$ cat config.mk
export PLATFORM = sky130hd
export DESIGN_NAME = tpc_ctrl
export DESIGN_NICKNAME = d
export VERILOG_FILES = /design/src/rtl/tpc_pkg.sv /design/src/rtl/tpc_ctrl.sv
export SDC_FILE = /design/constraint.sdc
export NUM_CORES = 1
export LEC_CHECK = 0
export BUFFER_PORTS_ARGS = -buffer_cell sky130_fd_sc_hd__buf_2
export CORE_ASPECT_RATIO = 0.75
export CORE_MARGIN = 2
export CORE_UTILIZATION = 50
export DETAILED_ROUTE_END_ITERATION = 16
export HOLD_SLACK_MARGIN = 0.03
export PLACE_DENSITY = 0.77
export SYNTH_ARGS = -nofsm -noshare
export SYNTH_HDL_FRONTEND = slang
export SYNTH_SLANG_ARGS = --single-unit
$ cat constraint.sdc
create_clock -name clock_i -period 2.18 [get_ports clock_i]
set_input_delay 0.654 -clock clock_i [delete_from_list [all_inputs] [get_ports clock_i]]
set_output_delay 0.654 -clock clock_i [all_outputs]
set_load 0.01 [all_outputs]
$ cat src/rtl/tpc_pkg.sv
package tpc_pkg;
	localparam int CMD_W      = 8;
	localparam int RES_W      = 12;
	localparam int CNT_W      = 5;
	// Serial clock ordinals within a frame
	localparam logic [4:0] EDGE_CHAN  = 5'h04;
	localparam logic [4:0] EDGE_MODE  = 5'h05;
	localparam logic [4:0] EDGE_SER   = 5'h06;
	localparam logic [4:0] EDGE_REF   = 5'h07;
	localparam logic [4:0] EDGE_SW    = 5'h08;
	localparam logic [4:0] EDGE_TRK   = 5'h05;
	localparam logic [4:0] EDGE_HOLD  = 5'h05;
	localparam logic [4:0] EDGE_BUSY  = 5'h08;
	localparam logic [4:0] EDGE_OUT   = 5'h09;
	localparam logic [4:0] EDGE_LAST  = 5'h14;
	localparam logic [4:0] EDGE_NEXT  = 5'h10;
	localparam logic [4:0] EDGE_MAX   = 5'h1f;
	// Result lengths
	localparam logic [3:0] LEN_12     = 4'hc;
	localparam logic [3:0] LEN_8      = 4'h8;
	// Command byte field positions
	localparam int POS_START   = 7;
	localparam int POS_CHAN_HI = 6;
	localparam int POS_CHAN_LO = 4;
	localparam int POS_MODE    = 3;
	localparam int POS_SER     = 2;
	localparam int POS_REF     = 1;
	localparam int POS_SW      = 0;
	// Channel codes that drive the plates
	localparam logic [2:0] CH_Y_AXIS  = 3'h1;
	localparam logic [2:0] CH_Z1      = 3'h3;
	localparam logic [2:0] CH_Z2      = 3'h4;
	localparam logic [2:0] CH_X_AXIS  = 3'h5;
	// Reset values
	localparam logic [7:0] CMD_RESET  = 8'h00;
	localparam logic [4:0] CNT_RESET  = 5'h00;
endpackage
$ cat src/rtl/tpc_ctrl.sv
`timescale 1ns/10ps
`default_nettype none
module tpc_ctrl (
	input  wire logic                    clock_i,
	input  wire logic                    reset_n_i,
	input  wire logic                    chip_select_n_i,
	input  wire logic                    serial_clock_i,
	input  wire logic                    serial_in_i,
	input  wire logic                    touch_sense_n_i,
	input  wire logic [tpc_pkg::RES_W-1:0] adc_result_i,
	output logic                         data_out_o,
	output logic                         data_out_oe_o,
	output logic                         busy_o,
	output logic                         busy_oe_o,
	output logic                         touch_irq_n_o,
	output logic                         x_plus_plate_on_o,
	output logic                         x_minus_plate_on_o,
	output logic                         y_plus_plate_on_o,
	output logic                         y_minus_plate_on_o,
	output logic                         plates_float_o,
	output logic                         reference_on_o,
	output logic                         adc_on_o,
	output logic                         adc_sample_o,
	output logic [2:0]                   channel_select_o,
	output logic                         resolution_o,
	output logic                         single_or_diff_select_o,
	output logic                         reference_power_bit_o,
	output logic                         switch_power_bit_o
);
	import tpc_pkg::*;

	logic rst_s1_q;
	logic rst_n;
	logic [1:0] cs_s_q;
	logic [1:0] sck_s_q;
	logic [1:0] din_s_q;
	logic [1:0] pen_s_q;
	logic cs_prev_q;
	logic sck_prev_q;

	always_ff @(posedge clock_i or negedge reset_n_i) begin
		if (!reset_n_i) begin
			rst_s1_q <= 1'b0;
			rst_n    <= 1'b0;
		end else begin
			rst_s1_q <= 1'b1;
			rst_n    <= rst_s1_q;
		end
	end

	// Pins are asynchronous; only the second stage is ever read
	always_ff @(posedge clock_i or negedge rst_n) begin
		if (!rst_n) begin
			cs_s_q     <= 2'h3;
			sck_s_q    <= 2'h0;
			din_s_q    <= 2'h0;
			pen_s_q    <= 2'h3;
			cs_prev_q  <= 1'b1;
			sck_prev_q <= 1'b0;
		end else begin
			cs_s_q     <= {cs_s_q[0], chip_select_n_i};
			sck_s_q    <= {sck_s_q[0], serial_clock_i};
			din_s_q    <= {din_s_q[0], serial_in_i};
			pen_s_q    <= {pen_s_q[0], touch_sense_n_i};
			cs_prev_q  <= cs_s_q[1];
			sck_prev_q <= sck_s_q[1];
		end
	end

	logic cs_n;
	logic din;
	logic sck_rise;
	logic sck_fall;
	logic cs_fall;
	logic cs_rise;

	assign cs_n     = cs_s_q[1];
	assign din      = din_s_q[1];
	assign sck_rise = sck_s_q[1] & ~sck_prev_q;
	assign sck_fall = ~sck_s_q[1] & sck_prev_q;
	assign cs_fall  = ~cs_n & cs_prev_q;
	assign cs_rise  = cs_n & ~cs_prev_q;

	// Frame and command state
	logic [CNT_W-1:0] cnt_q, cnt_d;
	logic [CMD_W-1:0] shift_q, shift_d;
	logic [2:0]       chan_q, chan_d;
	logic             mode_q, mode_d;
	logic             ser_q, ser_d;
	logic             pd1_q, pd1_d;
	logic             pd0_q, pd0_d;
	logic             oe_q, oe_d;
	logic             busy_q, busy_d;
	logic             dout_q, dout_d;
	logic [RES_W-1:0] res_q, res_d;
	logic [3:0]       left_q, left_d;
	logic             sample_q, sample_d;
	logic             full_pd;

	// Serial input high with chip select high is the full power-down request
	assign full_pd = cs_n & din;

	always_comb begin
		cnt_d    = cnt_q;
		shift_d  = shift_q;
		chan_d   = chan_q;
		mode_d   = mode_q;
		ser_d    = ser_q;
		pd1_d    = pd1_q;
		pd0_d    = pd0_q;
		oe_d     = oe_q;
		busy_d   = busy_q;
		dout_d   = dout_q;
		res_d    = res_q;
		left_d   = left_q;
		sample_d = 1'b0;
		if (cs_n) begin
			cnt_d  = CNT_RESET;
			oe_d   = 1'b0;
			busy_d = 1'b0;
			dout_d = 1'b0;
			left_d = 4'h0;
			if (full_pd) begin
				shift_d = CMD_RESET;
				chan_d  = CMD_RESET[POS_CHAN_HI:POS_CHAN_LO];
				mode_d  = CMD_RESET[POS_MODE];
				ser_d   = CMD_RESET[POS_SER];
				pd1_d   = CMD_RESET[POS_REF];
				pd0_d   = CMD_RESET[POS_SW];
			end
		end else begin
			if (cs_fall) begin
				oe_d   = 1'b1;
				busy_d = 1'b0;
				dout_d = 1'b0;
			end
			if (sck_rise) begin
				// A high start bit opens decoding; idle or past the quiet
				// clocks, so a new command may overlap the old result
				// The clock after the fifteenth may already carry a new start bit
				if ((cnt_q == CNT_RESET || cnt_q >= EDGE_NEXT - 5'h01) && din) begin
					cnt_d   = 5'h01;
					shift_d = {shift_q[CMD_W-2:0], din};
				end else if (cnt_q != CNT_RESET) begin
					if (cnt_q != EDGE_MAX)
						cnt_d = cnt_q + 5'h01;
					if (cnt_q < EDGE_SW)
						shift_d = {shift_q[CMD_W-2:0], din};
					unique case (cnt_q + 5'h01)
						EDGE_CHAN: chan_d = {shift_q[1:0], din};
						EDGE_MODE: mode_d = din;
						EDGE_SER:  ser_d  = din;
						EDGE_REF:  pd1_d  = din;
						EDGE_SW:   pd0_d  = din;
						default: ;
					endcase
				end
			end
			if (sck_fall) begin
				if (left_q != 4'h0) begin
					dout_d = res_q[RES_W-1];
					res_d  = {res_q[RES_W-2:0], 1'b0};
					left_d = left_q - 4'h1;
				end else begin
					dout_d = 1'b0;
				end
				if (cnt_q == EDGE_BUSY) begin
					busy_d   = 1'b1;
					sample_d = 1'b1;
				end else begin
					busy_d = 1'b0;
				end
				if (cnt_q == EDGE_OUT) begin
					// 8-bit results are the upper bits of the converter word
					dout_d = adc_result_i[RES_W-1];
					res_d  = {adc_result_i[RES_W-2:0], 1'b0};
					left_d = (mode_q ? LEN_8 : LEN_12) - 4'h1;
				end
			end
		end
	end

	always_ff @(posedge clock_i or negedge rst_n) begin
		if (!rst_n) begin
			cnt_q    <= CNT_RESET;
			shift_q  <= CMD_RESET;
			chan_q   <= CMD_RESET[POS_CHAN_HI:POS_CHAN_LO];
			mode_q   <= CMD_RESET[POS_MODE];
			ser_q    <= CMD_RESET[POS_SER];
			pd1_q    <= CMD_RESET[POS_REF];
			pd0_q    <= CMD_RESET[POS_SW];
			oe_q     <= 1'b0;
			busy_q   <= 1'b0;
			dout_q   <= 1'b0;
			res_q    <= '0;
			left_q   <= 4'h0;
			sample_q <= 1'b0;
		end else begin
			cnt_q    <= cnt_d;
			shift_q  <= shift_d;
			chan_q   <= chan_d;
			mode_q   <= mode_d;
			ser_q    <= ser_d;
			pd1_q    <= pd1_d;
			pd0_q    <= pd0_d;
			oe_q     <= oe_d;
			busy_q   <= busy_d;
			dout_q   <= dout_d;
			res_q    <= res_d;
			left_q   <= left_d;
			sample_q <= sample_d;
		end
	end

	// Window flags: cnt_q at a falling edge equals that edge's ordinal
	logic trk_q, trk_d;
	logic conv_q, conv_d;
	logic [3:0] sw_q, sw_d; // {xp, xn, yp, yn}
	logic [3:0] chan_sw;
	logic       axis_sel;
	logic       plate_sel;
	logic       irq_n_q, irq_n_d;
	logic       adc_on_q, adc_on_d;
	logic       float_q, float_d;

	always_comb begin
		unique case (chan_q)
			CH_Y_AXIS: chan_sw = 4'h3;
			CH_Z1:     chan_sw = 4'h6;
			CH_Z2:     chan_sw = 4'h6;
			CH_X_AXIS: chan_sw = 4'hc;
			default:   chan_sw = 4'h0;
		endcase
	end

	assign axis_sel  = (chan_q == CH_X_AXIS) || (chan_q == CH_Y_AXIS);
	assign plate_sel = chan_sw != 4'h0;

	always_comb begin
		trk_d    = trk_q;
		conv_d   = conv_q;
		sw_d     = sw_q;
		float_d  = 1'b0;
		if (cs_n) begin
			trk_d  = 1'b0;
			conv_d = 1'b0;
		end else if (sck_fall) begin
			if (cnt_q == EDGE_TRK) begin
				trk_d  = 1'b1;
				conv_d = 1'b1;
			end else if (cnt_q == EDGE_BUSY) begin
				trk_d = 1'b0;
			end
			if (cnt_q == EDGE_LAST)
				conv_d = 1'b0;
		end
		if (cs_n) begin
			sw_d    = 4'h1;
			float_d = full_pd;
		end else if (pd0_q && cnt_q < EDGE_HOLD) begin
			sw_d = sw_q;
		end else if (pd0_q && axis_sel) begin
			sw_d = chan_sw;
		end else if (!ser_q && plate_sel) begin
			sw_d = conv_q ? chan_sw : 4'h0;
		end else begin
			sw_d = trk_q ? chan_sw : 4'h0;
		end
		// ADC power with the switch bit set follows the reference bit or the frame, else the conversion span
		if (pd0_q)
			adc_on_d = pd1_q | ~cs_n;
		else
			adc_on_d = conv_q;
		// Pen detect is masked during tracking and conversion
		if (cs_n)
			irq_n_d = (pd1_q & pd0_q) | full_pd | pen_s_q[1];
		else
			irq_n_d = conv_q | pen_s_q[1];
	end

	always_ff @(posedge clock_i or negedge rst_n) begin
		if (!rst_n) begin
			trk_q    <= 1'b0;
			conv_q   <= 1'b0;
			sw_q     <= 4'h1;
			float_q  <= 1'b0;
			adc_on_q <= 1'b0;
			irq_n_q  <= 1'b1;
		end else begin
			trk_q    <= trk_d;
			conv_q   <= conv_d;
			sw_q     <= sw_d;
			float_q  <= float_d;
			adc_on_q <= adc_on_d;
			irq_n_q  <= irq_n_d;
		end
	end

	assign data_out_o              = dout_q;
	assign data_out_oe_o           = oe_q;
	assign busy_o                  = busy_q;
	assign busy_oe_o               = oe_q;
	assign touch_irq_n_o           = irq_n_q;
	assign x_plus_plate_on_o       = sw_q[3];
	assign x_minus_plate_on_o      = sw_q[2];
	assign y_plus_plate_on_o       = sw_q[1];
	assign y_minus_plate_on_o      = sw_q[0];
	assign plates_float_o          = float_q;
	assign reference_on_o          = pd1_q;
	assign adc_on_o                = adc_on_q;
	assign adc_sample_o            = sample_q;
	assign channel_select_o        = chan_q;
	assign resolution_o            = mode_q;
	assign single_or_diff_select_o = ser_q;
	assign reference_power_bit_o   = pd1_q;
	assign switch_power_bit_o      = pd0_q;
endmodule
`default_nettype wire

# Word-level counts from Yosys, hierarchy flattened
# Index checks and enable logic that the tools add are counted.
# word_totals
input_bits	18
reg_bits	55
word_cells	177
out_inout_bits	20
# op_classes
n_bitwise	12
add_sub_neg	3
eq_ne	17
order_cmp	3
n_reduce_logical	40
mux	75
# ops
op	count
two-way mux 1 bit	44
two-way mux 4 bit	10
equality test 5 x 3 -> 1 bit, second input constant	5
two-way mux 5 bit	5
AND reduction 5 bit	5
two-way mux 12 bit	2
two-way mux 3 bit	7
nonzero test 3 bit	7
nonzero test 2 bit	10
equality test 5 x 4 -> 1 bit, second input constant	3
two-way mux 2 bit	6
case mux 4 bit (3 select lines)	1
nonzero test 4 bit	2
subtractor 4 x 1 -> 4 bit, second input constant	2
equality test 3 bit, second input constant	2
AND reduction 2 bit	3
AND reduction 3 bit	2
adder 5 x 1 -> 5 bit, second input constant	1
AND 1 bit	5
equality test 5 bit, second input constant	1
greater-or-equal comparator 5 x 4 -> 1 bit, second input constant	1
logical NOT 5 bit	1
less-than comparator 5 x 3 -> 1 bit, second input constant	1
less-than comparator 5 x 4 -> 1 bit, second input constant	1
other kinds (13)	23

# Longest topological paths before layout
# Gate-level depths: netlist of the first run.
# logic_depth
depth_word	9
ltp_mapped	8
depth_no_buf	7

# Least setup slack after synthesis of the first run
# OpenSTA, ideal clock, no wires.
# synth_timing
path_type	register to register
start	register cnt_q[0]
end	register cnt_q[1]
period_less_slack_ps	2245
setup_slack_ps	-65
t_arrival_ps	2163
path_buffers	0
path_stages_with_launch	8
cell_sequence	dfrtp_1 ha_1 and3_1 ha_1 o31ai_2 nand3_1 or3_1 o22ai_1
# synth_between
elab_chain_len	6
elab_cells_between_ends	15
cone_classes	1 x add/sub; 1 x order compare; 1 x eq/ne; 5 x mux; 7 x reduce/logical
# synth_lines
element	line	source
from (decl)	tpc_ctrl.sv:85	logic [CNT_W-1:0] cnt_q, cnt_d;
from (signal assigned)	tpc_ctrl.sv:199	cnt_q <= cnt_d;
adder 5 x 1 -> 5 bit, or another cell as far along	tpc_ctrl.sv:146	cnt_d = cnt_q + 5'h01;
two-way mux 5 bit or logical OR 1 bit (tied branches)	tpc_ctrl.sv:145, tpc_ctrl.sv:141	
two-way mux 5 bit or logical AND 1 bit (tied branches)	tpc_ctrl.sv:144, tpc_ctrl.sv:141	
two-way mux 5 bit	tpc_ctrl.sv:141	if ((cnt_q == CNT_RESET || cnt_q >= EDGE_NEXT - 5'h01) && din) begin
two-way mux 5 bit	tpc_ctrl.sv:137	if (sck_rise) begin
two-way mux 5 bit	tpc_ctrl.sv:117	if (cs_n) begin
# Parallel ways exist; a longest one is shown, timed or not. The select of a mux whose other input is x is not followed.
# A chain may end at the register's enable or synchronous reset.

# Worst setup path after layout of the first run
# layout_timing
start	register cnt_q[0]
end	register chan_q[2] (netlist: channel_select_o[2])
# layout_between
elab_chain_len	5
elab_cells_between_ends	11
cone_classes	1 x add/sub; 1 x order compare; 2 x eq/ne; 7 x reduce/logical
# layout_lines
element	line	source
branches (longest 4 deep; another with adder 5 x 1 -> 5 bit)	-	
AND reduction 5 bit (no line) *	-	
to (signal assigned)	tpc_ctrl.sv:187	chan_q <= CMD_RESET[POS_CHAN_HI:POS_CHAN_LO];
to (signal assigned)	tpc_ctrl.sv:201	chan_q <= chan_d;
to (decl)	tpc_ctrl.sv:87	logic [2:0] chan_q, chan_d;
# Every way passes the cells marked *.

==> results of run 1 <==
stage by stage:
step	hold slack, ns	TNS (ns)
2_1_floorplan	0.331	0
6_report	0.103	0
4_1_cts	0.101	0
3_3_place_gp	0.195	0
3_5_place_dp	0.190	0
5_1_grt	0.102	-0.0423
logic make-up (layout without fill, tap and decap cells):
family,after synthesis,in the layout,share of synthesized area
DFF,54,54,0.508
and+or+nand+nor,117,117,0.218
other,1,1,0.00140
xor gates and xnor gates,1,1,0.00327
adders and majority gates,8,8,0.0374
AOI/OAI and AO/OA,67,67,0.169
muxes,4,4,0.0154
buffers and inverters,29,81,0.0472
report_power, final:
group / total, mW / internal [mW] / switching (mW)
Clock: 0.594 / 0.262 / 0.332
Combinational: 0.434 / 0.200 / 0.233
Sequential: 1.09 / 1.05 / 0.0418
Total: 2.12 / 1.51 / 0.607
repair_timing:
item	in CTS	in global routing
gates resized for setup	1	9
setup endpoints to repair	2	9
setup buffers	1	1
endpoints found under the hold margin	0	0
pin swaps	0	3
metal layers:
metal | part of all wire | global-route usage | wire length, um | vias up
met1 | 0.49 | 0.306 | 2930 | 1067
met5 | 0 | 0 | 0 | -
met4 | 0.0080 | 0.0436 | 48 | 0
met3 | 0.054 | 0.0440 | 326 | 6
li1 | - | - | - | 1089
met2 | 0.45 | 0.296 | 2710 | 61
cells in the final DEF, fill, tap and decap left out, types with 4 or more instances in the layout:
cell type,netlist,layout
sky130_fd_sc_hd__nor2_1,27,27
sky130_fd_sc_hd__dfstp_2,7,7
sky130_fd_sc_hd__a31oi_1,11,11
sky130_fd_sc_hd__nand2_1,42,41
sky130_fd_sc_hd__buf_4,2,21
sky130_fd_sc_hd__dfrtp_1,47,46
sky130_fd_sc_hd__ha_1,8,6
sky130_fd_sc_hd__o21ai_0,13,13
sky130_fd_sc_hd__buf_2,2,37
sky130_fd_sc_hd__o22ai_1,5,4
sky130_fd_sc_hd__clkbuf_8,0,6
sky130_fd_sc_hd__a22o_1,4,4
sky130_fd_sc_hd__nor3_1,9,9
sky130_fd_sc_hd__a21oi_1,13,13
sky130_fd_sc_hd__inv_1,13,13
sky130_fd_sc_hd__nor2b_1,4,4
how the worst max path moves through the flow:
stage / depth (start not counted) / slack [ns] / end
3_3_place_gp: 7 / 0.05 / single_or_diff_select_o
5_1_grt: 7 / -0.02 / channel_select_o[2]
6_report: 7 / 0.06 / channel_select_o[2]
2_1_floorplan: 7 / 0.03 / cnt_q[4]
3_5_place_dp: 7 / 0.01 / single_or_diff_select_o
4_1_cts: 7 / 0.01 / single_or_diff_select_o
flip-flops by register name, indices dropped and copies added, names as in the netlist, 2 cells and up:
signal	flops
sck_s_q	2
sw_q	4
pen_s_q	2
cnt_q	5
channel_select_o	3
res_q	11
shift_q	2
left_q	4
din_s_q	2
cs_s_q	2
area by class of cell:
type                            instances  area share
Sequential cell                        54       0.421
Multi-Input combinational cell        198       0.391
Timing Repair Buffer                   59       0.112
Tap cell                               75      0.0290
Clock buffer                            6      0.0255
Inverter                               14      0.0163
Clock inverter                          2     0.00503
critical path, delay by kind of cell (launching register included):
family	cells	cell delay (ns)
flops	1	0.42
fa+ha+maj	2	0.39
compound gates	2	0.42
simple gates	3	0.80
==> results.json, run 1 <==
{
  "synth_area_per_cell_um2": 9.52,
  "utilization": 0.614,
  "critical_path.reg2reg.startpoint": "cnt_q[0]",
  "synth_area_leader_cell": "sky130_fd_sc_hd__dfrtp_1",
  "worstSetupEndpointType": "flop",
  "grt_pass1_vias": 1948,
  "routed_wl_um": 6020,
  "finClkSkew_ns": 0.00971,
  "num_antenna_cells": 0,
  "start_util": 0.508,
  "synth_fp_nets": 307,
  "rsz_0062_raised_after_global_routing": "true",
  "synthTopCellsByArea": "sky130_fd_sc_hd__dfrtp_1 44%, sky130_fd_sc_hd__dfstp_2 6.9%, sky130_fd_sc_hd__nand2_1 5.9%, sky130_fd_sc_hd__nor2_1 3.8%, sky130_fd_sc_hd__ha_1 3.7%",
  "route.detailed.vias_per_inst": 5.45,
  "synth-seq-area-share": 0.508,
  "cts_inserted_buffers": 5,
  "cp-start-kind": "flop",
  "final_critical_path_setup_slack_ns": 0.0636,
  "cts_max_path_buffers": 2,
  "report.final.setup_viol": 0,
  "worst_setup_path_startpoint": "cnt_q[0]",
  "fin_total_pwr_mw": 2.12,
  "grt_start_max_net_pins": 38,
  "row_count": 23,
  "grt_overflow": 0,
  "num_io_pins": 38,
  "detail_route.wl_per_cell_um": 14.7,
  "crit_path_cell_trace": "ha_2 > and3_4 > ha_4 > o31ai_4 > nand4_1 > or4_1 > o31ai_1",
  "min-delay-path-class": "primary input to async pin",
  "postSynth.topFlopCell": "sky130_fd_sc_hd__dfrtp_1",
  "numPlacedInstances": 398,
  "max-vdd-ir-drop_mv": 0.539,
  "globalplace.congestion": 0.834,
  "numPortBuffers": 37,
  "layout_min_cycle_time_ns": 2.12,
  "multiInputGateArea_um2": 1260,
  "synthDominantCellAreaShare": 0.439,
  "placeableCoreArea_um2": 5270,
  "nFillCells": 460,
  "grt_first_pass_wirelength_um": 9290,
  "die_height_um": 67.4,
  "vias": 2223,
  "synth-async-reset-ratio": 1.00,
  "ys_types": 58,
  "ff2ff_path_depth": 7,
  "arrival_ns": 2.32,
  "area_delta_synth_final_pct": 20.8,
  "final-seq-area_um2": 1360,
  "regToRegEndpoint": "channel_select_o[2]",
  "final_number_of_hold_violating_endpoints": 0,
  "timing.critical_path.required_ns": 2.39,
  "root_buffer": "sky130_fd_sc_hd__clkbuf_8",
  "cts_hold_buf": 0,
  "fmax_ghz": 0.473,
  "yosys.cell_count.top_type": "sky130_fd_sc_hd__dfrtp_1",
  "drv.max_cap_violation_count": 0,
  "critPathMaxFanout": 5,
  "grt_antenna_before_repair": 0,
  "drt_pass_1_iters": 5,
  "worst_skew_pair.late_latency_ns": 0.31,
  "regToRegSetupSlack_ns": 0.06,
  "nNetsFinal": 358,
  "power.leakage_nw": 1.49,
  "finished_layout_cells": 408,
  "clk_transition_reported_paths_ns": 0.10,
  "most_frequent_cells_after_synthesis": "47 x sky130_fd_sc_hd__dfrtp_1, 42 x sky130_fd_sc_hd__nand2_1, 27 x sky130_fd_sc_hd__nor2_1",
  "run_status": "complete, no violations",
  "tritoncts": "built",
  "fp.dieW_um": 88.5,
  "final_max_slew_viol_count": 0,
  "final_min_period_over_clock_period": 0.971,
  "detail_route.iter0.violations": 187,
  "cts.sink_count": 54,
  "post_route_cells_drive_above_1_share": 0.285,
  "power-per-cell-area_nw_per_um2": 656,
  "cpMaxStageDelayCell": "sky130_fd_sc_hd__or4_1",
  "worst-setup-path-type": "flop to flop",
  "postRouteAntennaNets": 0,
  "htreeDepth": 2,
  "grt_use_total": 0.201,
  "synth_seq_cells": 54,
  "final_instance_area_um2": 3230,
  "detailedPlace.worstSlack_ns": 0.0114,
  "placed_cell_area_um2": 3060,
  "syn_area_um2": 2680,
  "fp.dieArea_um2": 5960,
  "critical_path.max_stage_delay_ns": 0.43,
  "post_synth_inst_count": 281,
  "synth-edff-count": 0,
  "hpwlAfterDp_um": 4390,
  "yosys_warnings": 0,
  "drc": 0
}
(Power assumes the default switching activity.)
==> inputs of run 2 (changes only) <==
CORE_MARGIN = 4   (was 2)
==> results.json, run 2 (same netlist as run 1, synthesis figures left out) <==
{
  "layout_min_cycle_time_ns": 2.18,
  "start_util": 0.531,
  "critPathMaxFanout": 6,
  "violations_in_the_final_reports": "setup timing",
  "critical_path.max_stage_delay_ns": 0.53,
  "timing.critical_path.required_ns": 2.39,
  "biggestRegsByFlops": "res_q x11, cnt_q x5",
  "detail_route.iter0.violations": 137,
  "final_max_slew_viol_count": 0,
  "cpMostUsedCell": "sky130_fd_sc_hd__ha_4",
  "cts.sink_count": 54,
  "report.final.setup_viol": 1,
  "grt_first_pass_wirelength_um": 9940,
  "drt_pass_1_iters": 4,
  "critPathBufInv": 0,
  "hpwlAfterDp_um": 4590,
  "crit_path_cell_trace": "ha_4 > and3_4 > ha_4 > o31ai_4 > nand4_1 > or4_1 > o31ai_1",
  "root_buffer": "sky130_fd_sc_hd__clkbuf_8",
  "nNetsFinal": 357,
  "run_status": "complete, but fails checks",
  "cpMaxStageDelayCell": "sky130_fd_sc_hd__or4_1",
  "final_min_period_over_clock_period": 1.00,
  "drv.max_cap_violation_count": 0,
  "most-common-layout-cells": "44 x sky130_fd_sc_hd__dfrtp_1, 41 x sky130_fd_sc_hd__nand2_1, 37 x sky130_fd_sc_hd__buf_2, 27 x sky130_fd_sc_hd__nor2_1, 20 x sky130_fd_sc_hd__buf_4",
  "grt_overflow": 0,
  "registers.top_by_ff_count": "res_q",
  "htreeDepth": 2,
  "power-per-cell-area_nw_per_um2": 653,
  "grt_use_total": 0.187,
  "rsz_0062_raised_after_global_routing": "true",
  "die_height_um": 71.4,
  "clk_transition_reported_paths_ns": 0.09,
  "final_number_of_hold_violating_endpoints": 0,
  "final_common_cell": "sky130_fd_sc_hd__dfrtp_1",
  "route.detailed.vias_per_inst": 5.62,
  "cp-start-kind": "flop",
  "globalplace.congestion": 0.881,
  "cts_max_path_buffers": 2,
  "row_count": 22,
  "num_antenna_cells": 0,
  "grt_antenna_before_repair": 0,
  "cts_inserted_buffers": 5,
  "placeableCoreArea_um2": 5040,
  "numPortBuffers": 37,
  "num_io_pins": 38,
  "fin_hold_ws_ns": 0.115,
  "grt_pass1_vias": 2065,
  "routed_wl_um": 6240,
  "utilization": 0.643,
  "post_route_cells_drive_above_1_share": 0.295,
  "power.leakage_nw": 1.49,
  "final_critical_path_setup_slack_ns": -0.00171,
  "arrival_ns": 2.39,
  "fmax_ghz": 0.458,
  "fp.dieW_um": 92.5,
  "worst_skew_pair.late_latency_ns": 0.30,
  "min-delay-path-class": "primary input to async pin",
  "largest_reg_flops": 11,
  "worstSetupEndpointType": "flop",
  "drc": 0,
  "cell_family_with_the_largest_share_of_critical_path_delay": "simple AND/OR/NAND/NOR gates",
  "fp.dieArea_um2": 6600,
  "area_delta_synth_final_pct": 21.0,
  "worst-setup-path-type": "flop to flop",
  "postRouteAntennaNets": 0,
  "vias": 2272,
  "max-vdd-ir-drop_mv": 0.561,
  "grt_start_max_net_pins": 40,
  "detail_route.wl_per_cell_um": 15.4,
  "tritoncts": "built",
  "finClkSkew_ns": 0.00844
}
-- run 2: timing repair --
item,in CTS,in global routing
resized for setup,5,10
endpoints found under the setup margin,2,21
hold buffers,0,0
buffers inserted,0,4
pin swaps,2,8
gates cloned,0,0
-- run 2: layout make-up --
cell class | instances | area [um2]
Clock buffer | 6 | 82.6
Timing Repair Buffer | 58 | 355
Fill cell | 425 | 1800
Multi-Input combinational cell | 198 | 1280
Sequential cell | 54 | 1360
Clock inverter | 2 | 12.5
Tap cell | 72 | 90.1
Inverter | 14 | 52.6
-- run 2: power by group --
group	switching (mW)	total (mW)	internal (mW)
Sequential	0.0485	1.10	1.05
Combinational	0.241	0.445	0.203
Clock	0.311	0.567	0.256
Total	0.601	2.11	1.51
-- run 2: worst paths after layout --
check	start	end	slack, ns	depth (start not counted)
worst min-delay path	reset_n_i	rst_n	0.12	1
min in group clock_i	din_s_q[0]	din_s_q[1]	0.36	0
max in group asynchronous	rst_n	touch_irq_n_o	1.46	1
worst max register to register	cnt_q[1]	channel_select_o[2]	-0.002	7
worst min register to register	rst_n	left_q[2]	0.16	0
worst max-delay path	cnt_q[1]	channel_select_o[2]	-0.002	7
-- run 2: per-layer routing --
| layer | track usage | up-vias | wire [um] |
|---|---|---|---|
| met4 | 0.0478 | 0 | 82 |
| met2 | 0.281 | 69 | 2790 |
| li1 | - | 1090 | - |
| met5 | 0 | - | 0 |
| met1 | 0.278 | 1106 | 2960 |
| met3 | 0.0357 | 7 | 408 |
-- run 2: per-stage QoR --
stage	instances	power (mW)	setup TNS [ns]	setup WS (ns)	instance area [um2]
after floorplan	281	1.36	0	0.0330	2690
after global placement	392	1.49	0	0.0472	3040
after detailed placement	392	1.51	0	0.000585	3040
after CTS	400	2.08	0	0.0241	3160
after global routing	404	2.22	-0.255	-0.0583	3240
final	404	2.11	-0.00171	-0.00171	3240
